<file path="src/rtl/lpddr2_pin_cfg.svh">
// Constants of the LPDDR2 pin interface: widths, encodings and timing counts.
// Assumes a 40 MHz sampling clock and a link clock of 200 ns period.
`ifndef LPDDR2_PIN_CFG_SVH
`define LPDDR2_PIN_CFG_SVH

`define CA_W 10
`define DQ_W 32
`define LANES 4
`define BA_W 3
`define ROW_W 14
`define COL_W 10
`define DS_W 4
`define DS_34R3 4'h1
`define CLK_NS 25
`define LINK_HALF_NS 100
`define BEAT_CYC ((`LINK_HALF_NS) / (`CLK_NS))
`define BEAT_CNT_W 3
`define FIFO_DEPTH 16

`endif

</file>
<file path="src/rtl/lpddr2_pin_pkg.sv">
// Types shared by the LPDDR2 pin interface and its write-data FIFO.
// Assumes the constants header is on the include path.
`include "lpddr2_pin_cfg.svh"

package lpddr2_pin_pkg;

  typedef struct packed {
    logic cke_prev;
    logic cke;
    logic cs_n;
    logic [`CA_W-1:0] ca_rise;
    logic [`CA_W-1:0] ca_fall;
  } cmd_t;

  typedef struct packed {
    logic [`BA_W-1:0] bank;
    logic [`ROW_W-1:0] row;
    logic [`COL_W-1:0] col;
  } addr_t;

  typedef struct packed {
    logic [`LANES-1:0] byte_en;
    logic [`DQ_W-1:0] data;
  } wr_beat_t;

  typedef struct packed {
    logic ck_t;
    logic ck_c;
    logic cke;
    logic cs_n;
    logic [`CA_W-1:0] ca;
    logic [`DQ_W-1:0] dq;
    logic [`LANES-1:0] dqs_t;
    logic [`LANES-1:0] dqs_c;
    logic [`LANES-1:0] dm;
  } pins_t;

  typedef enum logic [2:0] {
    RD_IDLE = 3'b001,
    RD_PRE = 3'b010,
    RD_BEAT = 3'b100
  } rd_state_t;

endpackage : lpddr2_pin_pkg

</file>
<file path="src/rtl/stream_fifo.sv">
// Synchronous FIFO with valid/ready on both sides.
// Assumes DEPTH is a power of two; both sides share clk and srst.
`timescale 1ns/1ps

module stream_fifo #(
  parameter int W = 36,
  parameter int DEPTH = 16
) (
  input wire logic clk, // Sampling clock.
  input wire logic srst, // Synchronous reset, active high.
  input wire logic in_valid, // Word offered.
  output logic in_ready, // Room for a word.
  input wire logic [W-1:0] in_data, // Word in.
  output logic out_valid, // Word available.
  input wire logic out_ready, // Consumer takes the word.
  output logic [W-1:0] out_data // Oldest word.
);
  localparam int AW = $clog2(DEPTH);

  logic [W-1:0] mem [DEPTH];
  logic [AW-1:0] wr_ptr_q;
  logic [AW-1:0] rd_ptr_q;
  logic [AW:0] count_q;
  logic [AW:0] count_d;
  wire push = in_valid & in_ready;
  wire pop = out_valid & out_ready;

  assign in_ready = count_q != (AW+1)'(DEPTH);
  assign out_valid = count_q != '0;
  assign out_data = mem[rd_ptr_q];

  always_comb
  begin
    count_d = count_q + (AW+1)'(push) - (AW+1)'(pop);
  end

  always_ff @(posedge clk)
  begin
    if (srst)
    begin
      wr_ptr_q <= '0;
      rd_ptr_q <= '0;
      count_q <= '0;
    end
    else
    begin
      wr_ptr_q <= wr_ptr_q + AW'(push);
      rd_ptr_q <= rd_ptr_q + AW'(pop);
      count_q <= count_d;
    end
  end

  always_ff @(posedge clk)
  begin
    if (push)
    begin
      mem[wr_ptr_q] <= in_data;
    end
  end

endmodule : stream_fifo

</file>
<file path="src/rtl/lpddr2_pin_if.sv">
// Device-side pin logic of one x32 LPDDR2 die: CA capture, CKE power
// state, strobe-timed write capture into a FIFO and edge-aligned read drive.
// Assumes all pins are asynchronous to clk and the link clock is slower
// than clk by at least a factor of four.
//
// Overview of operation
// - CA bus captured on both positive and negative link clock edges.
// - Chip select and CKE sampled only on the positive link edge.
// - Positive edge is true rising with complement falling; negative is reverse.
// - CKE high runs clocks, input buffers and drivers; low stops them all.
// - Power-saving entry and exit are recognised from CKE transitions.
// - CKE, chip select and CA together form one command code.
// - CA bus is input only; the device never drives it.
// - Device drives strobe with read data and receives it on writes.
// - Read data edges launched aligned with strobe edges.
// - Strobe pair 0 times bits 0-7, pair 1 times bits 8-15.
// - Column bits 0-9 used; bit 0 not sent and always zero.
// - Unused row and column positions on the CA bus are ignored.
// - Mask pins are inputs only and never carry read data.
// - Drive-strength code 0001B selects 34.3 ohm output drive.
// - Mask sampled on both strobe edges; masked bytes are discarded.
// - Mask 0 covers bits 0-7, each next mask the next byte lane.
`timescale 1ns/1ps

module lpddr2_pin_if
  import lpddr2_pin_pkg::*;
(
  input wire logic clk, // 40 MHz sampling clock.
  input wire logic srst, // Synchronous reset, active high.
  input wire logic ck_t, // Link clock, true.
  input wire logic ck_c, // Link clock, complement.
  input wire logic cke, // Clock enable pin.
  input wire logic cs_n, // Chip select pin, active low.
  input wire logic [`CA_W-1:0] ca, // Command/address pins.
  input wire logic [`DQ_W-1:0] dq_i, // Data pins, received level.
  output logic [`DQ_W-1:0] dq_o, // Data pins, driven level.
  output logic [`DQ_W-1:0] dq_oe, // Data pins, drive enable.
  input wire logic [`LANES-1:0] dqs_t_i, // Strobe true, received.
  input wire logic [`LANES-1:0] dqs_c_i, // Strobe complement, received.
  output logic [`LANES-1:0] dqs_t_o, // Strobe true, driven.
  output logic [`LANES-1:0] dqs_c_o, // Strobe complement, driven.
  output logic [`LANES-1:0] dqs_oe, // Strobe drive enable.
  input wire logic [`LANES-1:0] dm, // Write mask pins.
  output logic cmd_valid_q, // One-cycle pulse per command.
  output cmd_t cmd_q, // Command code.
  output addr_t addr_q, // Address fields of the command.
  output logic clk_run_q, // Internal clocks running.
  output logic pwr_save_q, // Power-saving mode active.
  input wire logic wr_en, // Core expects a write burst.
  output logic wr_valid, // Write beat available.
  input wire logic wr_ready, // Core takes the write beat.
  output wr_beat_t wr_beat, // Write beat with byte enables.
  output logic wr_overflow_q, // Sticky: beat lost on full FIFO.
  input wire logic rd_en, // Core has a read burst to send.
  input wire logic rd_valid, // Read beat offered.
  output logic rd_ready_q, // Read beat taken when valid too.
  input wire logic [`DQ_W-1:0] rd_data, // Read beat.
  input wire logic [`DS_W-1:0] ds_code, // Drive-strength field.
  output logic ds_34r3_q // 34.3 ohm drive selected.
);

  // ----------------------------------------------------------------------
  // Pin synchronisers and edge detection
  // ----------------------------------------------------------------------

  function automatic logic [1:0] diff_edge(input logic t, input logic c,
                                            input logic tp, input logic cp);
    diff_edge = {t & ~c & ~tp & cp, ~t & c & tp & ~cp};
  endfunction : diff_edge

  pins_t s1_q;
  pins_t s2_q;
  logic ck_t_p_q;
  logic ck_c_p_q;
  logic [`LANES-1:0] dqs_t_p_q;
  logic [`LANES-1:0] dqs_c_p_q;

  wire pins_t pin_now = '{ck_t, ck_c, cke, cs_n, ca, dq_i, dqs_t_i, dqs_c_i, dm};

  always_ff @(posedge clk)
  begin
    if (srst)
    begin
      s1_q <= '0;
      s2_q <= '0;
      ck_t_p_q <= 1'b0;
      ck_c_p_q <= 1'b0;
      dqs_t_p_q <= '0;
      dqs_c_p_q <= '0;
    end
    else
    begin
      s1_q <= pin_now;
      s2_q <= s1_q;
      ck_t_p_q <= s2_q.ck_t;
      ck_c_p_q <= s2_q.ck_c;
      dqs_t_p_q <= s2_q.dqs_t;
      dqs_c_p_q <= s2_q.dqs_c;
    end
  end

  wire [1:0] ck_edge = diff_edge(s2_q.ck_t, s2_q.ck_c, ck_t_p_q, ck_c_p_q);
  wire ck_pos = ck_edge[1];
  wire ck_neg = ck_edge[0];

  // ----------------------------------------------------------------------
  // Command capture and power state
  // ----------------------------------------------------------------------

  logic cke_prev_q;
  logic cs_n_q;
  logic [`CA_W-1:0] ca_rise_q;

  wire cke_enter = clk_run_q & ~s2_q.cke;
  wire cke_exit = ~clk_run_q & s2_q.cke;
  wire cmd_emit = ck_neg & (clk_run_q | cke_prev_q);
  wire cmd_t cmd_now = '{cke_prev_q, clk_run_q, cs_n_q, ca_rise_q, s2_q.ca};

  function automatic addr_t addr_of(input cmd_t c);
    addr_of.bank = c.ca_rise[9:7];
    addr_of.row = {c.ca_fall[9:0], c.ca_rise[6:3]};
    addr_of.col = {c.ca_fall[9:1], 1'b0};
  endfunction : addr_of

  always_ff @(posedge clk)
  begin
    if (srst)
    begin
      clk_run_q <= 1'b0;
      cke_prev_q <= 1'b0;
      cs_n_q <= 1'b1;
      ca_rise_q <= '0;
      pwr_save_q <= 1'b0;
    end
    else if (ck_pos)
    begin
      cke_prev_q <= clk_run_q;
      clk_run_q <= s2_q.cke;
      cs_n_q <= s2_q.cs_n;
      ca_rise_q <= s2_q.ca;
      pwr_save_q <= cke_enter | (pwr_save_q & ~cke_exit);
    end
  end

  always_ff @(posedge clk)
  begin
    if (srst)
    begin
      cmd_valid_q <= 1'b0;
      cmd_q <= '0;
      addr_q <= '0;
    end
    else
    begin
      cmd_valid_q <= cmd_emit;
      if (cmd_emit)
      begin
        cmd_q <= cmd_now;
        addr_q <= addr_of(cmd_now);
      end
    end
  end

  // ----------------------------------------------------------------------
  // Write capture, one byte lane per strobe pair
  // ----------------------------------------------------------------------

  logic [`LANES-1:0] dqs_rise;
  logic [`LANES-1:0] dqs_fall;
  logic [`LANES-1:0] keep_q;
  logic [`DQ_W-1:0] byte_q;
  logic wr_push_q;
  logic oe_q;
  logic fifo_ready;
  wire wr_open = wr_en & clk_run_q & ~oe_q;

  for (genvar i = 0; i < `LANES; i++)
  begin : g_lane
    assign {dqs_rise[i], dqs_fall[i]} =
        diff_edge(s2_q.dqs_t[i], s2_q.dqs_c[i], dqs_t_p_q[i], dqs_c_p_q[i]);
    always_ff @(posedge clk)
    begin
      if (srst)
      begin
        byte_q[8*i +: 8] <= '0;
        keep_q[i] <= 1'b0;
      end
      else if (wr_open & (dqs_rise[i] | dqs_fall[i]))
      begin
        byte_q[8*i +: 8] <= s2_q.dq[8*i +: 8];
        keep_q[i] <= ~s2_q.dm[i];
      end
    end
  end

  wire lane_edge = wr_open & |(dqs_rise | dqs_fall);
  wire wr_beat_t beat_in = '{keep_q, byte_q};

  always_ff @(posedge clk)
  begin
    if (srst)
    begin
      wr_push_q <= 1'b0;
      wr_overflow_q <= 1'b0;
    end
    else
    begin
      wr_push_q <= lane_edge;
      wr_overflow_q <= wr_overflow_q | (wr_push_q & ~fifo_ready);
    end
  end

  stream_fifo #(
    .W($bits(wr_beat_t)),
    .DEPTH(`FIFO_DEPTH)
  ) u_wr_fifo (
    .clk(clk),
    .srst(srst),
    .in_valid(wr_push_q),
    .in_ready(fifo_ready),
    .in_data(beat_in),
    .out_valid(wr_valid),
    .out_ready(wr_ready),
    .out_data(wr_beat)
  );

  // ----------------------------------------------------------------------
  // Read drive: strobe toggles in the same cycle as each data beat
  // ----------------------------------------------------------------------

  rd_state_t rd_state_q;
  rd_state_t rd_state_d;
  logic [`BEAT_CNT_W-1:0] cnt_q;
  logic [`BEAT_CNT_W-1:0] cnt_d;
  logic [`DQ_W-1:0] dq_q;
  logic dqs_q;
  logic oe_d;

  localparam logic [`BEAT_CNT_W-1:0] BEAT_LAST = `BEAT_CNT_W'(`BEAT_CYC - 1);
  wire cnt_end = cnt_q == '0;
  wire take = rd_valid & rd_ready_q;
  wire ready_d = (rd_state_q != RD_IDLE) & (cnt_q == `BEAT_CNT_W'(1)) & clk_run_q;

  always_comb
  begin
    rd_state_d = rd_state_q;
    cnt_d = cnt_end ? BEAT_LAST : cnt_q - `BEAT_CNT_W'(1);
    oe_d = oe_q;
    case (rd_state_q)
      RD_IDLE:
      begin
        cnt_d = BEAT_LAST;
        if (rd_en & clk_run_q)
        begin
          rd_state_d = RD_PRE;
          oe_d = 1'b1;
        end
      end
      RD_PRE, RD_BEAT:
      begin
        if (cnt_end)
        begin
          rd_state_d = take ? RD_BEAT : RD_IDLE;
          oe_d = take;
        end
      end
      default:
      begin
        rd_state_d = RD_IDLE;
        oe_d = 1'b0;
      end
    endcase
    if (!clk_run_q)
    begin
      rd_state_d = RD_IDLE;
      oe_d = 1'b0;
    end
  end

  always_ff @(posedge clk)
  begin
    if (srst)
    begin
      rd_state_q <= RD_IDLE;
      cnt_q <= '0;
      oe_q <= 1'b0;
      rd_ready_q <= 1'b0;
      dq_q <= '0;
      dqs_q <= 1'b0;
    end
    else
    begin
      rd_state_q <= rd_state_d;
      cnt_q <= cnt_d;
      oe_q <= oe_d;
      rd_ready_q <= ready_d;
      if (rd_state_q == RD_IDLE)
      begin
        dqs_q <= 1'b0;
      end
      else if (cnt_end & take & clk_run_q)
      begin
        dq_q <= rd_data;
        dqs_q <= ~dqs_q;
      end
    end
  end

  assign dq_o = dq_q;
  assign dq_oe = {`DQ_W{oe_q}};
  assign dqs_t_o = {`LANES{dqs_q}};
  assign dqs_c_o = {`LANES{~dqs_q}};
  assign dqs_oe = {`LANES{oe_q}};

  always_ff @(posedge clk)
  begin
    if (srst)
    begin
      ds_34r3_q <= 1'b0;
    end
    else
    begin
      ds_34r3_q <= ds_code == `DS_34R3;
    end
  end
endmodule : lpddr2_pin_if

</file>
<file path="config.mk">
export PLATFORM = sky130hd
export DESIGN_NAME = lpddr2_pin_if
export DESIGN_NICKNAME = d
export VERILOG_FILES = /design/src/rtl/lpddr2_pin_pkg.sv /design/src/rtl/stream_fifo.sv /design/src/rtl/lpddr2_pin_if.sv
export VERILOG_INCLUDE_DIRS = /design/src /design/src/rtl
export SDC_FILE = /design/constraint.sdc
export NUM_CORES = 1
export LEC_CHECK = 0
export ABC_AREA = 1
export BUFFER_PORTS_ARGS = -buffer_cell sky130_fd_sc_hd__buf_2
export CORE_MARGIN = 4
export CORE_UTILIZATION = 48
export CTS_BUF_LIST = sky130_fd_sc_hd__clkbuf_8 sky130_fd_sc_hd__clkbuf_16
export DETAILED_ROUTE_END_ITERATION = 7
export GPL_TIMING_DRIVEN = 0
export PLACE_DENSITY = 0.62
export SLEW_MARGIN = 20
export SYNTH_ARGS = -nofsm -noshare
export SYNTH_HDL_FRONTEND = slang
export SYNTH_HIERARCHICAL = 1
export SYNTH_SLANG_ARGS = --single-unit
export TNS_END_PERCENT = 5
</file>
<file path="constraint.sdc">
create_clock -name clk -period 3.7 [get_ports clk]
set_clock_uncertainty 0.1 [all_clocks]
set_input_delay 0.555 -clock clk [delete_from_list [all_inputs] [get_ports clk]]
set_output_delay 0.555 -clock clk [all_outputs]
set_load 0.05 [all_outputs]
</file>
-- Word level (Yosys, flattened, before mapping)
Memory sizes are Yosys's and may differ from the RTL's. A register that Yosys moved wholly into a read port is not among the register bits.
Cells that the tools add are included.
- flip-flop bits (word level): 283
- memory bits (writable): 576
- input port bits: 100
- logic and storage cells: 182
- memories kept: 1
- add/sub/neg operators: 5
- eq/ne operators: 9
- multiplexer cells: 12
- bitwise logic cells: 89
- reduce and logical (&&, ||, !) cells: 9
- memories (name ; words ; width ; read ports ; clocked after Yosys merged registers in ; write ports ; RTL line ; text):
    u_wr_fifo.mem ; 16 ; 36 ; 1 ; 1 ; 1 ; stream_fifo.sv:20 ; logic [W-1:0] mem [DEPTH];
- operators with widths (kind ; number):
    AND 1 bit ; 50
    NOT 1 bit ; 31
    two-way mux 3 bit ; 3
    adder 4 x 1 -> 4 bit ; 2
    bitwise OR 1 bit ; 7
    equality test 3 x 1 -> 1 bit (second input constant) ; 2
    case mux 3 bit (2 select lines) ; 1
    OR reduction 2 bit ; 3
    adder 5 x 1 -> 5 bit ; 1
    inequality test 5 bit (second input constant) ; 1
    nonzero test 5 bit ; 1
    subtractor 5 x 1 -> 5 bit ; 1
    equality test 4 x 1 -> 1 bit (second input constant) ; 1
    two-way mux 1 bit ; 4
    two-way mux 2 bit ; 2
    two-way mux 4 bit ; 1
    inequality test 2 bit (second input constant) ; 2
    bitwise OR 4 bit ; 1
    AND reduction 2 bit ; 2
    OR reduction 4 bit ; 1
    equality test 3 x 2 -> 1 bit (second input constant) ; 1
    equality test 3 bit (second input constant) ; 1
    logical NOT 3 bit ; 1
    inequality test 3 x 1 -> 1 bit (second input constant) ; 1
    other kinds (3) ; 3

-- Logic depth before layout (Yosys ltp)
- word-level depth: 7
- mapped depth: 15
- mapped depth without buffers: 15

-- By module
The synthesis kept the hierarchy.
- modules (own cells, without submodules) (module ; times used ; cells each ; area an instance (µm²) ; sequential area each (µm²)):
    stream_fifo ; 1 ; 2425 ; 25360.6 ; 17556.8
    lpddr2_pin_if ; 1 ; 1089 ; 8747.1 ; 4884.7

-- Least setup slack after synthesis
OpenSTA, ideal clock, no wires.
- path kind: reg-to-reg
- start: register u_wr_fifo.count_q[2]
- end: memory u_wr_fifo.mem[10][0] (enable)
- arrival: 2.505 ns
- data required time: 3.171 ns
- path slack: 0.665 ns
- stages on the path, launching flop included: 8
- path buffers: 0
- clock period less this slack: 3.035 ns
- path through: dfxtp_1 inv_1 ha_1 nand4_1 nand2_1 inv_1 nand3_1 nor2_1
- word-level cells in the longest chain between the ends: 4
- ends and longest elaborated chain (element ; RTL line ; text):
    from (decl) ; stream_fifo.sv:23 ; logic [AW:0] count_q;
    from (signal assigned) ; stream_fifo.sv:49 ; count_q <= count_d;
    inequality test 5 bit ; stream_fifo.sv:28 ; assign in_ready = count_q != (AW+1)'(DEPTH);
    net fifo_ready ; lpddr2_pin_if.sv:174 ; logic fifo_ready;
    AND 1 bit ; stream_fifo.sv:25 ; wire push = in_valid & in_ready;
    two-way mux 1 bit ; stream_fifo.sv:55 ; if (push)
    two-way mux 1 bit (not written as such) ; stream_fifo.sv:57 ; mem[wr_ptr_q] <= in_data;
    to (decl) ; stream_fifo.sv:20 ;
The timed path passes the listed nets, and every way through them passes these cells.

==> results.yml <==
worst_setup_path:
  critPathMaxFanout: 10
  worstSetupStartpointType: "flop"
  worstPathArrival_ps: 2980
  cp_cell_sequence: "inv_2 > buf_1 > nand3_1 > nand3_1 > nand3_1 > nand2_1 > buf_2"
  worst-setup-path-type: "reg -> out"
  cp-end-kind: "primary output"
  reg2reg_setup_slack_ps: 970
  crit_top_cell: "nand3_1"
  r2r-end: "u_wr_fifo/mem[15][3]$_DFFE_PP_"
  worstRegToRegCells: 8
  r2r_start: "u_wr_fifo/count_q[2]$_SDFF_PP0_"
  slowest_delay_ps: 860
  slowest_stage: "buf_1"
  required_ps: 3040
logic_synthesis:
  synthCells: 3514
  synth-seq-area-share: 0.658
  ys_ff_latch: 833
  yosysWarnings: 6
  synth_edf_count: 576
  yosys_most_used_dff: "edfxtp_1"
  ys_types: 32
  syn_area_per_cell_sq_um: 9.71
  synth_fp_nets: 3628
  synth_area_sq_mm: 0.0341
  synth-async-reset-ratio: 0
cells_and_area:
  final_layout_size_suffix_gt1_frac: 0.154
  final_core_util: 0.568
  nFillCells: 6008
  final_common_cell: "nand2_1"
  final_cell_mix: "894 x nand2_1, 649 x inv_1, 576 x edfxtp_1"
  area_delta_synth_final_pct: 17.0
  final_nets: 4010
floorplan:
  dieHeight_um: 275
  fp.dieArea_sq_mm: 0.0754
  rows: 97
  fp.coreArea_sq_mm: 0.0703
  boundaryPins: 269
  start_util: 0.485
  die_width_um: 275
detailed_routing:
  drc_errors: 0
  drtIter0Drc: 1831
  dr.pass1.iters: 6
  route.met2.wl_um: 44500
  via_per_inst: 4.93
  ant_nets: 0
  wl_met1_um: 38600
  wl_met3_um: 7380
  num_vias: 24200
  wl_per_cell_um: 18.9
  highest_layer: "met5"
  wl_um: 92700
global_route:
  grt.overflow.total: 0
  grt_max_degree: 39
  antenna_found_initial: 9
  grt_pass1_wl_um: 139000
  track_usage: 0.245
  grt_pass1_vias: 23000
worst_hold_path:
  hold_path_class: "in -> reg"
  worstHoldStart: "dq_i[25]"
  hold_depth: 3
  hold_path_end: "s1_q[37]$_SDFF_PP0_"
clocking:
  clk-insertion-delay-late_ps: 620
  clock_path_buffers: 3
  root_buffer: "clkbuf_16"
  clk_pin_slew_ps: 60
  cts_tree: "yes"
  cts.sinks: 833
  post_cts.repair.setup_buffers: 0
  cts_made_buffers: 86
  h-tree-depth: 3
sta:
  tightest_slew_ps: 1120
  max_slew_margin: 0.252
  setup_slack_ps: 63.4
  hold_viol_final: 0
  setup_viol: 0
  rsz0062_at_grt: "no"
  fmax_ghz: 0.275
  min_period_over_period: 0.983
  fin_crit_ps: 3640
  report.final.slew_viol_count: 0
pwr:
  p_total_mw: 23.7
  power.leakage_nw: 17.9
  p_per_area_mw_per_mm2: 594
  ir_worst_vdd_mv: 0.350
run_status:
  status: "finished clean"
place:
  dpl.hpwl_um: 63100
  place_ws_ps: 569
  io_buffers: 266
  gp_congestion: 0.833
run:
  maxCapViolCount: 0
[registers in the layout (all words and copies together), names as in the netlist, 5 cells and up]
register	cells
u_wr_fifo/count_q	5
ca_rise_q	10
cmd_now	10
cmd_q	23
u_wr_fifo/mem	576
s1_q	58
s2_q	48
dq_o	32
beat_in	36
[area by class of cell]
cell class,count,area (sq um),area share
antenna,8,20.0,0.000502
inverter,627,2360,0.0590
tap,940,1180,0.0295
clock buffer,94,2320,0.0581
sequential,833,22400,0.562
multi-input combinational,1811,7970,0.200
timing repair buffer,294,1860,0.0466
buffer,243,1470,0.0368
clock inverter,60,307,0.00768
[worst max-delay path by stage]
stage	cells past startpoint	end	start
CTS	7	wr_beat[29]	u_wr_fifo/rd_ptr_q[1]$_SDFF_PP0_
global route	7	wr_beat[34]	u_wr_fifo/rd_ptr_q[1]$_SDFF_PP0_
global placement	7	u_wr_fifo/mem[9][13]$_DFFE_PP_	u_wr_fifo/count_q[2]$_SDFF_PP0_
floorplan	7	u_wr_fifo/mem[10][0]$_DFFE_PP_	u_wr_fifo/count_q[2]$_SDFF_PP0_
detailed placement	7	wr_beat[0]	u_wr_fifo/rd_ptr_q[1]$_SDFF_PP0_
finish	7	wr_beat[32]	u_wr_fifo/rd_ptr_q[1]$_SDFF_PP0_
[cell families after synthesis]
family | Yosys count | synth area share
and+or+nand+nor | 1691 | 0.209
buffers and inverters | 870 | 0.112
DFF | 833 | 0.658
AOI/OAI and AO/OA | 101 | 0.0149
adders and majority gates | 14 | 0.00536
xor gates and xnor gates | 4 | 0.00103
other | 1 | 0.000110
[per-layer routing]
metal | up-vias | GRT usage
met5 | - | 0
met4 | 8 | 0.0731
met3 | 148 | 0.0447
met2 | 889 | 0.408
met1 | 11300 | 0.329
li1 | 11800 | -
[critical path: cells and delay by family, from the launching register on]
| kind | cells | cell delay, ps |
|---|---|---|
| buffers and inverters | 3 | 1370 |
| and+or+nand+nor | 4 | 610 |
| DFF | 1 | 370 |
[what timing repair did]
item,4_1_cts,5_1_grt
gates resized for setup,1,3
hold endpoints to repair,5,0
gates cloned,0,0
hold buffers,6,0
endpoints found under the setup margin,7,6
[where the power goes]
group | switching [mW] | internal [mW]
Clock | 3.50 | 4.55
Sequential | 0.0440 | 9.93
Combinational | 4.14 | 1.53
Total | 7.68 | 16.0
[cells in the mapped netlist (3+ instances only)]
master,instances,area [sq um]
nand2_1,894,3360
nand3_1,447,2240
dfxtp_1,257,5140
nand4_1,38,238
buf_2,63,315
ha_1,13,163
edfxtp_1,576,17300
o21ai_1,30,150
nor3_1,32,160
inv_2,3,11.3
nand3_4,3,52.6
a21oi_1,47,235
buf_4,92,691
xnor2_1,3,26.3
inv_1,622,2330
buf_1,18,67.6
buf_6,17,191
o21ai_0,23,115
nor2_1,269,1010
clkbuf_1,53,199
[through the flow]
stage,hold WS (ps),instances,setup TNS [ps],area (sq um)
after detailed placement,292,4742,0,37200
after global routing,29.8,4903,0,39900
after floorplan,288,3514,0,34100
after global placement,289,4720,-628980,36600
after CTS,0.690,4902,0,39900
final,33.7,4910,0,39900
No activity file was read; power rests on OpenSTA's default activity.
